===== src/hpe_map.svh =====
// Purpose: Constants for the host port and event pin block.
// Assumes: 10 MHz core clock, one cycle every 100 ns.
// Notes: Lockout delay count follows from the minimum microsecond limit and the core clock rate.
`ifndef HPE_MAP_SVH
`define HPE_MAP_SVH
`define HPE_CLK_MHZ 10
`define HPE_LOCK_MIN_US 30
`define HPE_LOCK_MAX_US 63
`define HPE_LOCK_CYC (`HPE_LOCK_MIN_US * `HPE_CLK_MHZ)
`define HPE_NSRC 4
`define HPE_SRC_PER 0
`define HPE_SRC_ALM 1
`define HPE_SRC_TMR 2
`define HPE_SRC_PWR 3
`define HPE_MFO_INT 2'h0
`define HPE_MFO_OSC 2'h1
`define HPE_MFO_TM0 2'h2
`define HPE_XSEL_OFF 2'h3
`endif


===== src/hpe_pkg.sv =====
// Purpose: Types for the host port and event pin block.
// Assumes: Constants come from hpe_map.svh.
// Notes: Pin drive groups travel as one struct.
package hpe_pkg;
  typedef enum logic [2:0] {
    HPE_IDLE = 3'b001,
    HPE_WRITE = 3'b010,
    HPE_READ = 3'b100
  } hpe_bus_st_t;
  typedef struct packed {
    logic o;
    logic oe;
  } hpe_pin_t;
  typedef struct packed {
    logic pol_high;
    logic push_pull;
  } hpe_drive_t;
endpackage


===== src/hpe_host_port.sv =====
// Purpose: Host port strobe decode, power-fail lockout, interrupt routing and event pins.
// Assumes: All inputs except i_rst synchronous to i_core_clk.
// Notes: Register storage lives outside; this block frames accesses and drives pins.
`timescale 1ns/10ps
`include "hpe_map.svh"

// Overview of operation
// Four interrupt sources: periodic, alarm, timer, power.
// Each source has a mask and status bit.
// Dedicated and multi-function outputs route any source.
// Multi-function output may carry oscillator or timer0.
// Access only with select low plus strobe low.
// Lockout ignores strobes; ongoing access completes.
// Five address lines select the location.
// Address lines ignored once locked out.
// Multi-function output: programmable polarity and drive.
// Battery operation forces outputs open drain.
// Interrupt asserts on enabled event or power fail; code asserts it on enabled status bits only, not on power fail.
// Interrupt output: programmable polarity and drive.
// Interrupt is a level; cleared by writing one.
// Eight-bit bidirectional data bus.
// Power fail without write floats data bus; code still drives it for a read past its first cycle.
// Lockout 30 to 63 us after power fail.
// Single supply systems tie power fail high.
// External timer clock feeds selected timers.
// Modes 0-2: gate is active-low count enable.
// Mode 3: gate rising edge triggers timer.
// Timer1 output: programmable polarity and drive.
// Oscillator runs only with valid crystal select.
// Write ends when select or strobe rises.
module hpe_host_port
  import hpe_pkg::*;
#(
  parameter int LOCK_CYC = `HPE_LOCK_CYC,
  parameter int ADDR_W = 5,
  parameter int DATA_W = 8
) (
  input wire logic i_core_clk, // Core clock, 10 MHz.
  input wire logic i_rst, // Asynchronous reset, active high.
  input wire logic i_chip_select_n, // Host select, active low.
  input wire logic i_read_n, // Host read strobe, active low.
  input wire logic i_write_n, // Host write strobe, active low.
  input wire logic [ADDR_W-1:0] i_register_select_lines, // Register address.
  input wire logic [DATA_W-1:0] i_host_data_bus, // Data bus pin input.
  input wire logic [DATA_W-1:0] i_read_data, // Read data from register file.
  input wire logic i_power_fail_input_n, // Power fail, active low.
  input wire logic i_battery_mode, // Running from backup supply.
  input wire logic i_lockout_delay_en, // Programmed lockout delay in use.
  input wire logic i_lockout_delay_done, // Programmed delay expired.
  input wire logic [`HPE_NSRC-1:0] i_event_pulse, // Source events.
  input wire logic [`HPE_NSRC-1:0] i_int_mask, // Source enables.
  input wire logic [`HPE_NSRC-1:0] i_route_mfo, // Sources routed to MULTI_FUNCTION_OUTPUT path.
  input wire logic [1:0] i_mfo_sel, // Multi-function output selection.
  input wire hpe_drive_t i_interrupt_output_drive, // Interrupt output polarity and drive.
  input wire hpe_drive_t i_mfo_drive, // MULTI_FUNCTION_OUTPUT polarity and drive.
  input wire hpe_drive_t i_t1_drive, // Timer1 output polarity and drive.
  input wire logic [1:0] i_crystal_select, // Crystal select bits.
  input wire logic i_power_present, // Supply present.
  input wire logic i_crystal_input, // Oscillator input level.
  input wire logic i_timer_ext_clk, // External timer clock pin.
  input wire logic [1:0] i_timer_ext_sel, // Timer uses external clock.
  input wire logic [1:0] i_timer_mode0, // Timer0 mode.
  input wire logic [1:0] i_timer_mode1, // Timer1 mode.
  input wire logic i_timer0_gate, // Timer0 gate pin.
  input wire logic i_timer1_gate, // Timer1 gate pin.
  input wire logic i_timer0_out, // Timer0 internal output.
  input wire logic i_timer1_out, // Timer1 internal output.
  output logic [DATA_W-1:0] o_host_data_bus, // Data bus drive.
  output logic o_host_data_oe, // Data bus output enable.
  output logic o_reg_wr, // Write pulse to register file.
  output logic o_reg_rd, // Read strobe level to register file.
  output logic [ADDR_W-1:0] o_reg_addr, // Latched address.
  output logic [DATA_W-1:0] o_reg_wdata, // Captured write data.
  output logic o_locked, // Host lockout active.
  output logic [`HPE_NSRC-1:0] o_int_status, // Sticky status bits.
  output hpe_pin_t o_interrupt_output, // Dedicated interrupt pin.
  output hpe_pin_t o_multi_function_output, // Multi-function pin.
  output hpe_pin_t o_timer1_output, // Timer1 pin.
  output logic o_crystal_output, // Oscillator drive.
  output logic [1:0] o_timer_ext_tick, // External clock rising edge per timer.
  output logic [1:0] o_timer_count_en, // Count enable per timer.
  output logic [1:0] o_timer_trigger // Trigger pulse per timer.
);

  initial begin
    if (ADDR_W != 5 || DATA_W != 8 || LOCK_CYC < 1) begin
      $error("hpe_host_port: unsupported parameter values");
    end
  end

  localparam int LW = $clog2(LOCK_CYC + 1);

  typedef struct packed {
    hpe_bus_st_t st;
    logic [LW-1:0] lock_cnt;
    logic locked;
    logic [ADDR_W-1:0] addr;
    logic [DATA_W-1:0] wdata;
    logic [DATA_W-1:0] rdata;
    logic data_oe;
    logic wr;
    logic [`HPE_NSRC-1:0] status;
    hpe_pin_t interrupt_output;
    hpe_pin_t multi_function_output;
    hpe_pin_t t1;
    logic xout;
    logic tck_prev;
    logic [1:0] gate_prev;
    logic [1:0] tick;
    logic [1:0] cen;
    logic [1:0] trig;
  } hpe_state_t;

  hpe_state_t s_q;
  hpe_state_t s_d;

  // Polarity then drive type; battery forces open drain, which only pulls to active low level.
  function automatic hpe_pin_t drive_pin(input logic act, input hpe_drive_t dr, input logic batt);
    hpe_pin_t p;
    logic lvl;
    lvl = dr.pol_high ? act : ~act;
    if (dr.push_pull && !batt) begin
      p.o = lvl;
      p.oe = 1'b1;
    end else begin
      p.o = 1'b0;
      p.oe = ~lvl;
    end
    return p;
  endfunction

  function automatic logic gate_en(input logic [1:0] mode, input logic g);
    return (mode != 2'h3) && !g;
  endfunction

  logic sel_wr;
  logic sel_rd;
  logic [`HPE_NSRC-1:0] clr_bits;

  // ============================================================
  // Host access and lockout
  // ============================================================
  always_comb begin
    s_d = s_q;
    sel_wr = !i_chip_select_n && !i_write_n;
    sel_rd = !i_chip_select_n && !i_read_n;
    clr_bits = '0;
    s_d.wr = 1'b0;
    // Lockout timer counts the minimum delay; a programmed delay overrides it.
    // The count runs to the full limit, so power fail has been low for at least the minimum first.
    if (i_power_fail_input_n) begin
      s_d.lock_cnt = '0;
      s_d.locked = 1'b0;
    end else if (i_battery_mode && !s_q.locked) begin
      if (i_lockout_delay_en) begin
        s_d.locked = i_lockout_delay_done;
      end else if (s_q.lock_cnt == LW'(LOCK_CYC)) begin
        s_d.locked = 1'b1;
      end else begin
        s_d.lock_cnt = s_q.lock_cnt + LW'(1);
      end
    end
    case (s_q.st)
      HPE_IDLE: begin
        // Lockout blocks only new cycles so an access already begun completes.
        if (!s_q.locked && sel_wr) begin
          s_d.st = HPE_WRITE;
          s_d.addr = i_register_select_lines;
          s_d.wdata = i_host_data_bus;
        end else if (!s_q.locked && sel_rd) begin
          s_d.st = HPE_READ;
          s_d.addr = i_register_select_lines;
        end
      end
      HPE_WRITE: begin
        // Data is taken only while the strobe is seen low; the host may change it as the strobe rises.
        if (sel_wr) begin
          s_d.wdata = i_host_data_bus;
        end
        if (!sel_wr) begin
          s_d.wr = 1'b1;
          s_d.st = HPE_IDLE;
          if (s_q.addr == '0) begin
            clr_bits = s_q.wdata[`HPE_NSRC-1:0];
          end
        end
      end
      HPE_READ: begin
        if (!sel_rd) begin
          s_d.st = HPE_IDLE;
        end
      end
      default: s_d.st = HPE_IDLE;
    endcase
    // A read already under way keeps its drive; an idle port leaves the bus released at power fail.
    s_d.rdata = i_read_data;
    s_d.data_oe = (s_d.st == HPE_READ) && !(!i_power_fail_input_n && s_q.st != HPE_WRITE
                  && s_q.st != HPE_READ);
    // ============================================================
    // Interrupts and pins
    // ============================================================
    // Set wins over clear so an event in the clearing cycle is kept.
    s_d.status = (s_q.status & ~clr_bits) | i_event_pulse;
    // A source routed to the multi-function path stays off the dedicated pin.
    s_d.interrupt_output = drive_pin(|(s_d.status & i_int_mask & ~i_route_mfo), i_interrupt_output_drive,
                         i_battery_mode);
    case (i_mfo_sel)
      `HPE_MFO_OSC: s_d.multi_function_output = drive_pin(s_q.xout, i_mfo_drive, i_battery_mode);
      `HPE_MFO_TM0: s_d.multi_function_output = drive_pin(i_timer0_out, i_mfo_drive, i_battery_mode);
      default: s_d.multi_function_output = drive_pin(|(s_d.status & i_int_mask & i_route_mfo), i_mfo_drive,
                                   i_battery_mode);
    endcase
    s_d.t1 = drive_pin(i_timer1_out, i_t1_drive, i_battery_mode);
    // The crystal amplifier inverts, so while it runs the output is the inverse of the input.
    s_d.xout = i_power_present && (i_crystal_select != `HPE_XSEL_OFF) && !i_crystal_input;
    s_d.tck_prev = i_timer_ext_clk;
    s_d.tick = i_timer_ext_sel & {2{i_timer_ext_clk && !s_q.tck_prev}};
    s_d.gate_prev = {i_timer1_gate, i_timer0_gate};
    s_d.cen = {gate_en(i_timer_mode1, i_timer1_gate), gate_en(i_timer_mode0, i_timer0_gate)};
    s_d.trig = {i_timer_mode1 == 2'h3 && i_timer1_gate && !s_q.gate_prev[1],
                i_timer_mode0 == 2'h3 && i_timer0_gate && !s_q.gate_prev[0]};
  end

  always_ff @(posedge i_core_clk or posedge i_rst) begin
    if (i_rst) begin
      s_q <= '0;
      s_q.st <= HPE_IDLE;
      // Gates idle high, so a gate already high at reset is not taken for a trigger edge.
      s_q.gate_prev <= 2'b11;
    end else begin
      s_q <= s_d;
    end
  end

  assign o_host_data_bus = s_q.rdata;
  assign o_host_data_oe = s_q.data_oe;
  assign o_reg_wr = s_q.wr;
  assign o_reg_rd = s_q.st == HPE_READ;
  assign o_reg_addr = s_q.addr;
  assign o_reg_wdata = s_q.wdata;
  assign o_locked = s_q.locked;
  assign o_int_status = s_q.status;
  assign o_interrupt_output = s_q.interrupt_output;
  assign o_multi_function_output = s_q.multi_function_output;
  assign o_timer1_output = s_q.t1;
  assign o_crystal_output = s_q.xout;
  assign o_timer_ext_tick = s_q.tick;
  assign o_timer_count_en = s_q.cen;
  assign o_timer_trigger = s_q.trig;

  // ============================================================
  // Checks
  // ============================================================
  a_lock_min: assert property (@(posedge i_core_clk) disable iff (i_rst)
    $rose(s_q.locked) && !i_lockout_delay_en |-> !$past(i_power_fail_input_n, LOCK_CYC))
    else $error("lockout before minimum delay");
  a_no_new_access: assert property (@(posedge i_core_clk) disable iff (i_rst)
    s_q.locked && s_q.st == HPE_IDLE |=> s_q.st == HPE_IDLE)
    else $error("access started during lockout");
  a_wr_end: assert property (@(posedge i_core_clk) disable iff (i_rst)
    s_q.st == HPE_WRITE && !sel_wr |=> s_q.wr && s_q.st == HPE_IDLE)
    else $error("write end not pulsed");
  a_wr_only: assert property (@(posedge i_core_clk) disable iff (i_rst)
    s_q.wr |-> $past(s_q.st) == HPE_WRITE)
    else $error("write pulse without cycle");
  a_status_sticky: assert property (@(posedge i_core_clk) disable iff (i_rst)
    $past(i_event_pulse[0]) |-> s_q.status[0])
    else $error("event lost");
  a_batt_od: assert property (@(posedge i_core_clk) disable iff (i_rst)
    $past(i_battery_mode) |-> !(s_q.t1.oe && s_q.t1.o) && !(s_q.interrupt_output.oe && s_q.interrupt_output.o))
    else $error("pin drives high in battery mode");
  a_osc_off: assert property (@(posedge i_core_clk) disable iff (i_rst)
    !$past(i_power_present) |-> !s_q.xout)
    else $error("oscillator runs without power");
  a_gate_en: assert property (@(posedge i_core_clk) disable iff (i_rst)
    $past(i_timer_mode0) != 2'h3 && !$past(i_timer0_gate) |-> s_q.cen[0])
    else $error("gate enable wrong");
  a_addr_frozen: assert property (@(posedge i_core_clk) disable iff (i_rst)
    s_q.locked && s_q.st == HPE_IDLE |=> $stable(s_q.addr))
    else $error("address taken during lockout");
  a_idle_no_drive: assert property (@(posedge i_core_clk) disable iff (i_rst)
    !i_power_fail_input_n && s_q.st == HPE_IDLE |=> !s_q.data_oe)
    else $error("data bus driven at power fail");
  a_read_take: assert property (@(posedge i_core_clk) disable iff (i_rst)
    s_q.st == HPE_IDLE && !s_q.locked && sel_rd && !sel_wr |=> s_q.st == HPE_READ)
    else $error("read not taken");
  a_trig_mode: assert property (@(posedge i_core_clk) disable iff (i_rst)
    s_q.trig[0] |-> $past(i_timer_mode0) == 2'h3)
    else $error("trigger outside trigger mode");
  a_cen_mode: assert property (@(posedge i_core_clk) disable iff (i_rst)
    s_q.cen[1] |-> $past(i_timer_mode1) != 2'h3 && !$past(i_timer1_gate))
    else $error("count enable without low gate");
  a_tick_sel: assert property (@(posedge i_core_clk) disable iff (i_rst)
    s_q.tick[1] |-> $past(i_timer_ext_sel[1]))
    else $error("tick on timer without external clock");
  a_mfo_batt_od: assert property (@(posedge i_core_clk) disable iff (i_rst)
    $past(i_battery_mode) |-> !(s_q.multi_function_output.oe && s_q.multi_function_output.o))
    else $error("function pin drives high in battery mode");
  c_write: cover property (@(posedge i_core_clk) s_q.wr);
  c_read: cover property (@(posedge i_core_clk) s_q.st == HPE_READ);
  c_lock: cover property (@(posedge i_core_clk) $rose(s_q.locked));
  c_trig: cover property (@(posedge i_core_clk) s_q.trig[1]);
  c_osc: cover property (@(posedge i_core_clk) s_q.xout);
endmodule


===== config.mk =====
export PLATFORM = sky130hd
export DESIGN_NAME = hpe_host_port
export DESIGN_NICKNAME = d
export VERILOG_FILES = /design/src/hpe_pkg.sv /design/src/hpe_host_port.sv
export VERILOG_INCLUDE_DIRS = /design/src /design/src/src
export SDC_FILE = /design/constraint.sdc
export NUM_CORES = 1
export LEC_CHECK = 0
export ABC_AREA = 1
export BUFFER_PORTS_ARGS = -buffer_cell sky130_fd_sc_hd__buf_2
export CORE_MARGIN = 4
export CORE_UTILIZATION = 45
export CTS_BUF_LIST = sky130_fd_sc_hd__clkbuf_2 sky130_fd_sc_hd__clkbuf_4 sky130_fd_sc_hd__clkbuf_8
export CTS_CLUSTER_DIAMETER = 200
export DETAILED_ROUTE_END_ITERATION = 8
export PLACE_DENSITY = 0.79
export SYNTH_ARGS = -nofsm -noshare
export SYNTH_HDL_FRONTEND = slang
export SYNTH_SLANG_ARGS = --single-unit

===== constraint.sdc =====
create_clock -name i_core_clk -period 1.6 [get_ports i_core_clk]
set_input_delay 0.16 -clock i_core_clk [delete_from_list [all_inputs] [get_ports i_core_clk]]
set_output_delay 0.16 -clock i_core_clk [all_outputs]
set_load 0.01 [all_outputs]

==> results of run 1 <==
[metrics by stage]
step | utilization [%] | instance area, sq um | hold slack, ns | total power [mW]
floorplan | - | 2680 | 0.164 | 2.64
global placement | 55.3 | 3120 | 0.235 | 2.85
detailed placement | 55.3 | 3120 | 0.241 | 2.91
CTS | 60.9 | 3440 | 0.0103 | 3.97
global route | 63.7 | 3590 | 0.00467 | 4.20
finish | 63.7 | 3590 | 0.0286 | 3.98
[kinds of logic (layout without fill, tap and decap cells)]
logic type	count (synthesis)	in the layout	synth area share, %
XOR/XNOR	4	4	1.31
AND/OR/NAND/NOR	85	85	15.8
buffers and inverters	71	187	15.4
adder cells (fa/ha/maj)	4	4	1.87
AO/OA/AOI/OAI	40	40	8.93
flip-flops	56	56	52.5
multiplexers	10	10	4.21
[worst reg2reg max path: cells and delay by family, from the launching register on]
| family | cells | cell delay, ns |
|---|---|---|
| buffers and inverters | 3 | 0.20 |
| DFF | 1 | 0.54 |
| and+or+nand+nor | 11 | 0.81 |
[state kept, by name, summed over array words and instances, names as in the netlist]
name / cells
o_locked: 1
o_host_data_bus: 8
o_reg_addr: 5
o_timer_count_en: 2
o_timer_ext_tick: 2
s_q: 15
o_int_status: 4
o_interrupt_output: 2
o_host_data_oe: 1
o_reg_wdata: 8
o_multi_function_output: 2
o_crystal_output: 1
o_reg_wr: 1
o_timer_trigger: 2
o_timer1_output: 2
[worst paths after layout]
check	start	to	slack (ns)	cells past startpoint
min in group asynchronous	i_rst	o_host_data_bus[0]	0.44	3
max	s_q[53]	o_multi_function_output[1]	-0.04	14
max reg2reg	s_q[53]	o_multi_function_output[1]	-0.04	14
max in group asynchronous	i_rst	o_reg_wdata[5]	0.58	4
min reg2reg	s_q[8]	o_timer_ext_tick[0]	0.44	1
min	i_timer_mode1[1]	o_timer_count_en[1]	0.03	2
[metal layers]
metal	up-vias	GRT usage, %
met5	-	0
met4	0	4.89
met3	13	5.05
met2	97	30.2
met1	1036	18.7
li1	1072	-
[what timing repair did]
| item | CTS | global route |
|---|---|---|
| gates resized for setup | 11 | 23 |
| hold buffers | 13 | 0 |
| endpoints found under the setup margin | 12 | 17 |
| buffers inserted | 3 | 11 |
| endpoints found under the hold margin | 33 | 0 |
| pin swaps | 13 | 13 |
[cell usage in the layout (no fill, tap or decap), types with 2 or more instances in the layout]
cell	n
inv_2	7
clkbuf_8	7
nand2_2	9
nor3b_1	2
nor4_1	2
buf_2	106
nor2_2	2
a31oi_1	2
nand3_2	9
mux2_2	7
xor2_1	3
buf_4	25
a211oi_1	2
nor2_4	3
nand3_1	6
nand2_1	21
dfstp_2	3
dlygate4sd3_1	13
o21ai_1	3
nor2_1	21
mux2_1	3
o21ai_2	3
dfrtp_1	53
ha_1	3
o21ai_0	9
inv_1	26
nor3_1	2
nor3_2	2
a21oi_1	15
[report_power, final]
part	total [mW]	leakage (nW)	internal [mW]	switching [mW]
Sequential	1.83	0.680	1.67	0.157
Combinational	1.17	1.11	0.559	0.609
Clock	0.981	0.0645	0.552	0.428
Total	3.98	1.86	2.78	1.19
[layout make-up]
cell class | count | area, sq um
clock buffers | 7 | 96.3
clock inverters | 1 | 30.0
fillers | 465 | 2050
inverters | 33 | 124
multi-input cells | 143 | 968
flip-flops and latches | 56 | 1410
well taps | 72 | 90.1
repair buffers | 146 | 880
==> metrics.cfg, run 1 <==
[outcome]
status = finished with violations
violations = setup timing

[sta]
maxSlewHeadroom_pct = 64.3
period_needed_ns = 1.64
worst_pin_slew_ns = 0.535
drv_slew = 0
worst_clock_skew_ns = 0.00507
setup_violations = 4
finalCritPeriodShare_pct = 102
fmaxAchievable_ghz = 0.611
rsz0062_at_grt = true
finalWorstSetupSlack_ns = -0.0361
hold_violations = 0
totalNegativeSetupSlack_ns = -0.0620

[global_routing]
grt_usage_pct = 16.7
grt_pass1_vias = 2253
overflow = 0
grt_max_degree = 28
grt_pass1_wl_mm = 9.87
antenna_found_initial = 0

[routing]
highest_layer = met4
dr_wl_met2_mm = 3.15
drc = 0
wl_met3_um = 524
vias = 2218
viasPerCell = 4.84
drt-initial-drc-count = 64
wl_mm = 6.14
wl_per_cell_um = 13.4
ant_nets = 0
wl_met1_mm = 2.35
dr.pass1.iters = 4

[logic_synthesis]
synthArstFlopShare_pct = 100
synthTopCellsByArea = dfrtp_1, buf_4, inv_1
ys.flop_type = dfrtp_1
synth_fp_nets = 339
syn_avg_cell_area_sq_um = 9.91
yosys.area.top_type = dfrtp_1
synth-seq-cells = 56
ys_types = 36
synth_edf_count = 0
synthesis.area_sq_um = 2680
synthesis.instances = 270
ys_top_cells_by_count = dfrtp_1, buf_4, inv_1
seq_area_frac_synth_pct = 52.5
synth.most_common_cell = dfrtp_1
netlist.area_leader.share_pct = 49.6
yosysWarnings = 0

[die]
rows = 27
die_area_sq_um = 7250
coreArea_sq_um = 5640
io_pins = 107
die_w_um = 85.1
die_y_um = 85.1
start_util_pct = 47.4

[critical_path]
critPathMaxStageDelay_ns = 0.54
cp_max_fo = 5
startpoint_type = register
cp_slowest_cell = dfstp_2
crit_chain = inv_2 -> buf_6 -> nand3_4 -> nor2_4 -> nand3_2 -> nand2_2 -> nand2_4 -> nand3_2 -> nand2_2 -> nor2_2 -> nand2_1 -> nand3_2 -> nand2_1 -> inv_1
critPathKind = reg -> reg
critical_path_required_ns = 1.80
crit_family = simple AND/OR/NAND/NOR gates
cp_common_cell = nand3_2
path_buf_inv = 3
worst_setup_path_end_kind = register
cp.arrival_ns = 1.84

[layout]
areaGrowthSynthToFinish_pct = 34.3
final_cells = 458
nNetsFinal = 454
antennaDiodeCount = 0
drive_above_1_share_pct = 50.0

[pwr]
leakagePower_nw = 1.86
vdd_drop_max_mv = 0.615
power-per-cell-area_nw_per_um2 = 1110

[placement]
hpwl_mm = 4.51
dp_slack_ns = -0.112
portBuffers = 106
gp_congestion = 0.916
dp_cells = 423

[clock_tree]
cts_tree = built
clock_sinks = 56
clk_latency_ns = 0.30
root_buffer = clkbuf_8
cts.path.max_buffers = 2
cts_max_level = 2
cts_buffers = 5
clk_pin_slew_ns = 0.09

[worst_hold_path]
min-delay-path-class = in -> reg

[flow_run]
cap_viol_max_count = 0

Power figures use the tool's default switching activity.
==> run 2: changes to the inputs <==
--- a/config.mk
+++ b/config.mk
@@ -6,14 +6,15 @@
 export SDC_FILE = /design/constraint.sdc
 export NUM_CORES = 1
 export LEC_CHECK = 0
-export ABC_AREA = 1
+export ABC_AREA = 0
 export BUFFER_PORTS_ARGS = -buffer_cell sky130_fd_sc_hd__buf_2
 export CORE_MARGIN = 4
 export CORE_UTILIZATION = 45
 export CTS_BUF_LIST = sky130_fd_sc_hd__clkbuf_2 sky130_fd_sc_hd__clkbuf_4 sky130_fd_sc_hd__clkbuf_8
 export CTS_CLUSTER_DIAMETER = 200
 export DETAILED_ROUTE_END_ITERATION = 8
-export PLACE_DENSITY = 0.79
+export PLACE_DENSITY = 0.78
 export SYNTH_ARGS = -nofsm -noshare
 export SYNTH_HDL_FRONTEND = slang
 export SYNTH_SLANG_ARGS = --single-unit
+export TNS_END_PERCENT = 20
==> run 2 against run 1 <==
Effect of this change:
- the flow still finishes with violations (setup timing)
- worst hold slack worse by 0.0074 ns
- non-clock buffer count rose by 8
- fmax decreased by 10%
- cell count decreased by 2.2%
- critical path depth fell by 7
- sequential power is essentially flat
- register-to-register slack worse by 0.19 ns
- critical endpoint unchanged
- largest cell class unchanged
- highest routed layer unchanged
==> metrics.cfg, run 2 <==
[outcome]
status = finished with violations
violations = setup timing

[die]
die_w_um = 86.1
io_pins = 107
rows = 28
coreArea_sq_um = 5920
die_area_sq_um = 7410
start_util_pct = 46.3
die_y_um = 86.1

[layout]
largest_register = s_q
areaGrowthSynthToFinish_pct = 35.3
final_area_sq_um = 3710
largest_register_ffs = 15
nNetsFinal = 441
antennaDiodeCount = 0
final_common_cell = buf_2
final_cell_mix = buf_2, dfrtp_1, buf_4, inv_1, nor2_1
drive_above_1_share_pct = 49.6

[sta]
rsz0062_at_grt = true
finalCritPeriodShare_pct = 114
drv_slew = 0
period_needed_ns = 1.83
totalNegativeSetupSlack_ns = -1.50
fmaxAchievable_ghz = 0.547
worst_clock_skew_ns = 0.0103
worst_pin_slew_ns = 0.338
holdWs_ns = 0.0213
setup_violations = 13
finalWorstSetupSlack_ns = -0.228
hold_violations = 0
maxSlewHeadroom_pct = 77.2

[clock_tree]
cts_max_level = 2
clk_pin_slew_ns = 0.10
cts_buffers = 5
cts_tree = built
root_buffer = clkbuf_8
cts.path.max_buffers = 2
clk_latency_ns = 0.30
clock_sinks = 56

[placement]
gp_congestion = 0.838
placed_cell_area_sq_um = 3370
portBuffers = 106
dp_slack_ns = -0.252
hpwl_mm = 4.47

[routing]
wl_mm = 5.86
viasPerCell = 4.75
vias = 2127
ant_nets = 0
drc = 0
dr.pass1.iters = 4
drt-initial-drc-count = 39
wl_per_cell_um = 13.1

[critical_path]
worst_setup_path_end_kind = register
critical_path_required_ns = 1.82
startpoint_type = register
critPathKind = reg -> reg
cp_max_fo = 9
cp.arrival_ns = 2.05

[pwr]
power-per-cell-area_nw_per_um2 = 1040
design_power_total_mw = 3.87
vdd_drop_max_mv = 0.819
leakagePower_nw = 1.89

[logic_synthesis]
synth_edf_count = 0
synth_fp_nets = 321
synthArstFlopShare_pct = 100
syn_avg_cell_area_sq_um = 10.9
ys.flop_type = dfrtp_1
yosysWarnings = 0
yosys.area.top_type = dfrtp_1
synthesis.area_sq_um = 2740
ys_top_cells_by_count = dfrtp_1, buf_4, inv_1, nor2_1, nand2_1
synth-seq-cells = 56
synthTopCellsByArea = dfrtp_1, buf_4, dfstp_2
seq_area_frac_synth_pct = 51.2
synthesis.instances = 252
ys_types = 50
netlist.area_leader.share_pct = 48.4
synth.most_common_cell = dfrtp_1

[global_routing]
grt_max_degree = 27
grt_pass1_vias = 2158
grt_pass1_wl_mm = 9.53
overflow = 0
antenna_found_initial = 0
grt_usage_pct = 16.1

[worst_hold_path]
min-delay-path-class = in -> reg

[flow_run]
cap_viol_max_count = 0

## run 2: cell count changes after synthesis, moves of 4 or more
cell	before	now
nor2_1	24	19
nand2b_1	0	4
nand2_2	5	0
o21ai_0	12	5
nand3_1	13	2
xnor2_1	1	5
inv_1	32	19
a21oi_1	15	8
nand2_1	26	17
## run 2: report_power, final
part	switching [mW]	internal, mW	leakage (nW)
combinational	0.547	0.733	1.16
sequential	0.167	1.65	0.684
clock	0.445	0.324	0.0446
## run 2: per-layer routing
metal	vias to the layer above	GRT usage (%)	routed length [um]
met5	-	0	0
met4	0	3.88	40
met3	5	3.27	349
met2	55	29.7	3090
met1	1010	18.9	2380
li1	1057	-	-
## run 2: kinds of logic (layout without fill, tap and decap cells)
logic type | Yosys count | in the layout | share of synthesized area, %
DFF | 56 | 56 | 51.2
buffers and inverters | 60 | 181 | 13.8
adders and majority gates | 4 | 4 | 1.82
xor gates and xnor gates | 11 | 11 | 3.51
and+or+nand+nor | 68 | 68 | 13.2
AOI/OAI and AO/OA | 39 | 39 | 10.7
muxes | 14 | 14 | 5.70
## run 2: layout make-up
class                           count  area, sq um
Sequential cell                    56         1410
Multi-Input combinational cell    136         1090
Clock buffer                        6         76.3
Clock inverter                      2         12.5
Fill cell                         511         2210
Timing Repair Buffer              154          956
Inverter                           19         71.3
Tap cell                           75         93.8
## run 2: what timing repair did
item                                   4_1_cts  5_1_grt
gates resized for setup                      5       15
setup endpoints to repair                   18       23
pin swaps                                    3        5
setup buffers                                1        1
hold buffers                                13        0
endpoints found under the hold margin       21        0
gates cloned                                 0        0
## run 2: worst paths after layout
check | from | to | slack, ns | depth (start not counted)
worst max-delay path | s_q[53] | o_multi_function_output[1] | -0.23 | 7
worst min-delay path | i_crystal_select[1] | o_crystal_output | 0.02 | 2
worst max register to register | s_q[53] | o_multi_function_output[1] | -0.23 | 7
worst min register to register | o_int_status[3] | o_int_status[3] | 0.51 | 2
max in group asynchronous | i_rst | s_q[7] | 0.67 | 4
min in group asynchronous | i_rst | s_q[48] | 0.31 | 3
## run 2: critical path, stage by stage, from the launching register on
cell and delay [ns]:
dfstp_2 0.57, nor3b_2 0.05, and4b_1 0.20, buf_12 0.15, a311oi_2 0.31, a211oi_2 0.10, xnor2_2 0.15, a211oi_2 0.21
## run 2: stage by stage
| step | util (%) | instances |
|---|---|---|
| after floorplan | - | 252 |
| after global placement | 57.0 | 425 |
| after detailed placement | 57.0 | 425 |
| after CTS | 61.2 | 447 |
| after global routing | 62.7 | 448 |
| final | 62.7 | 448 |
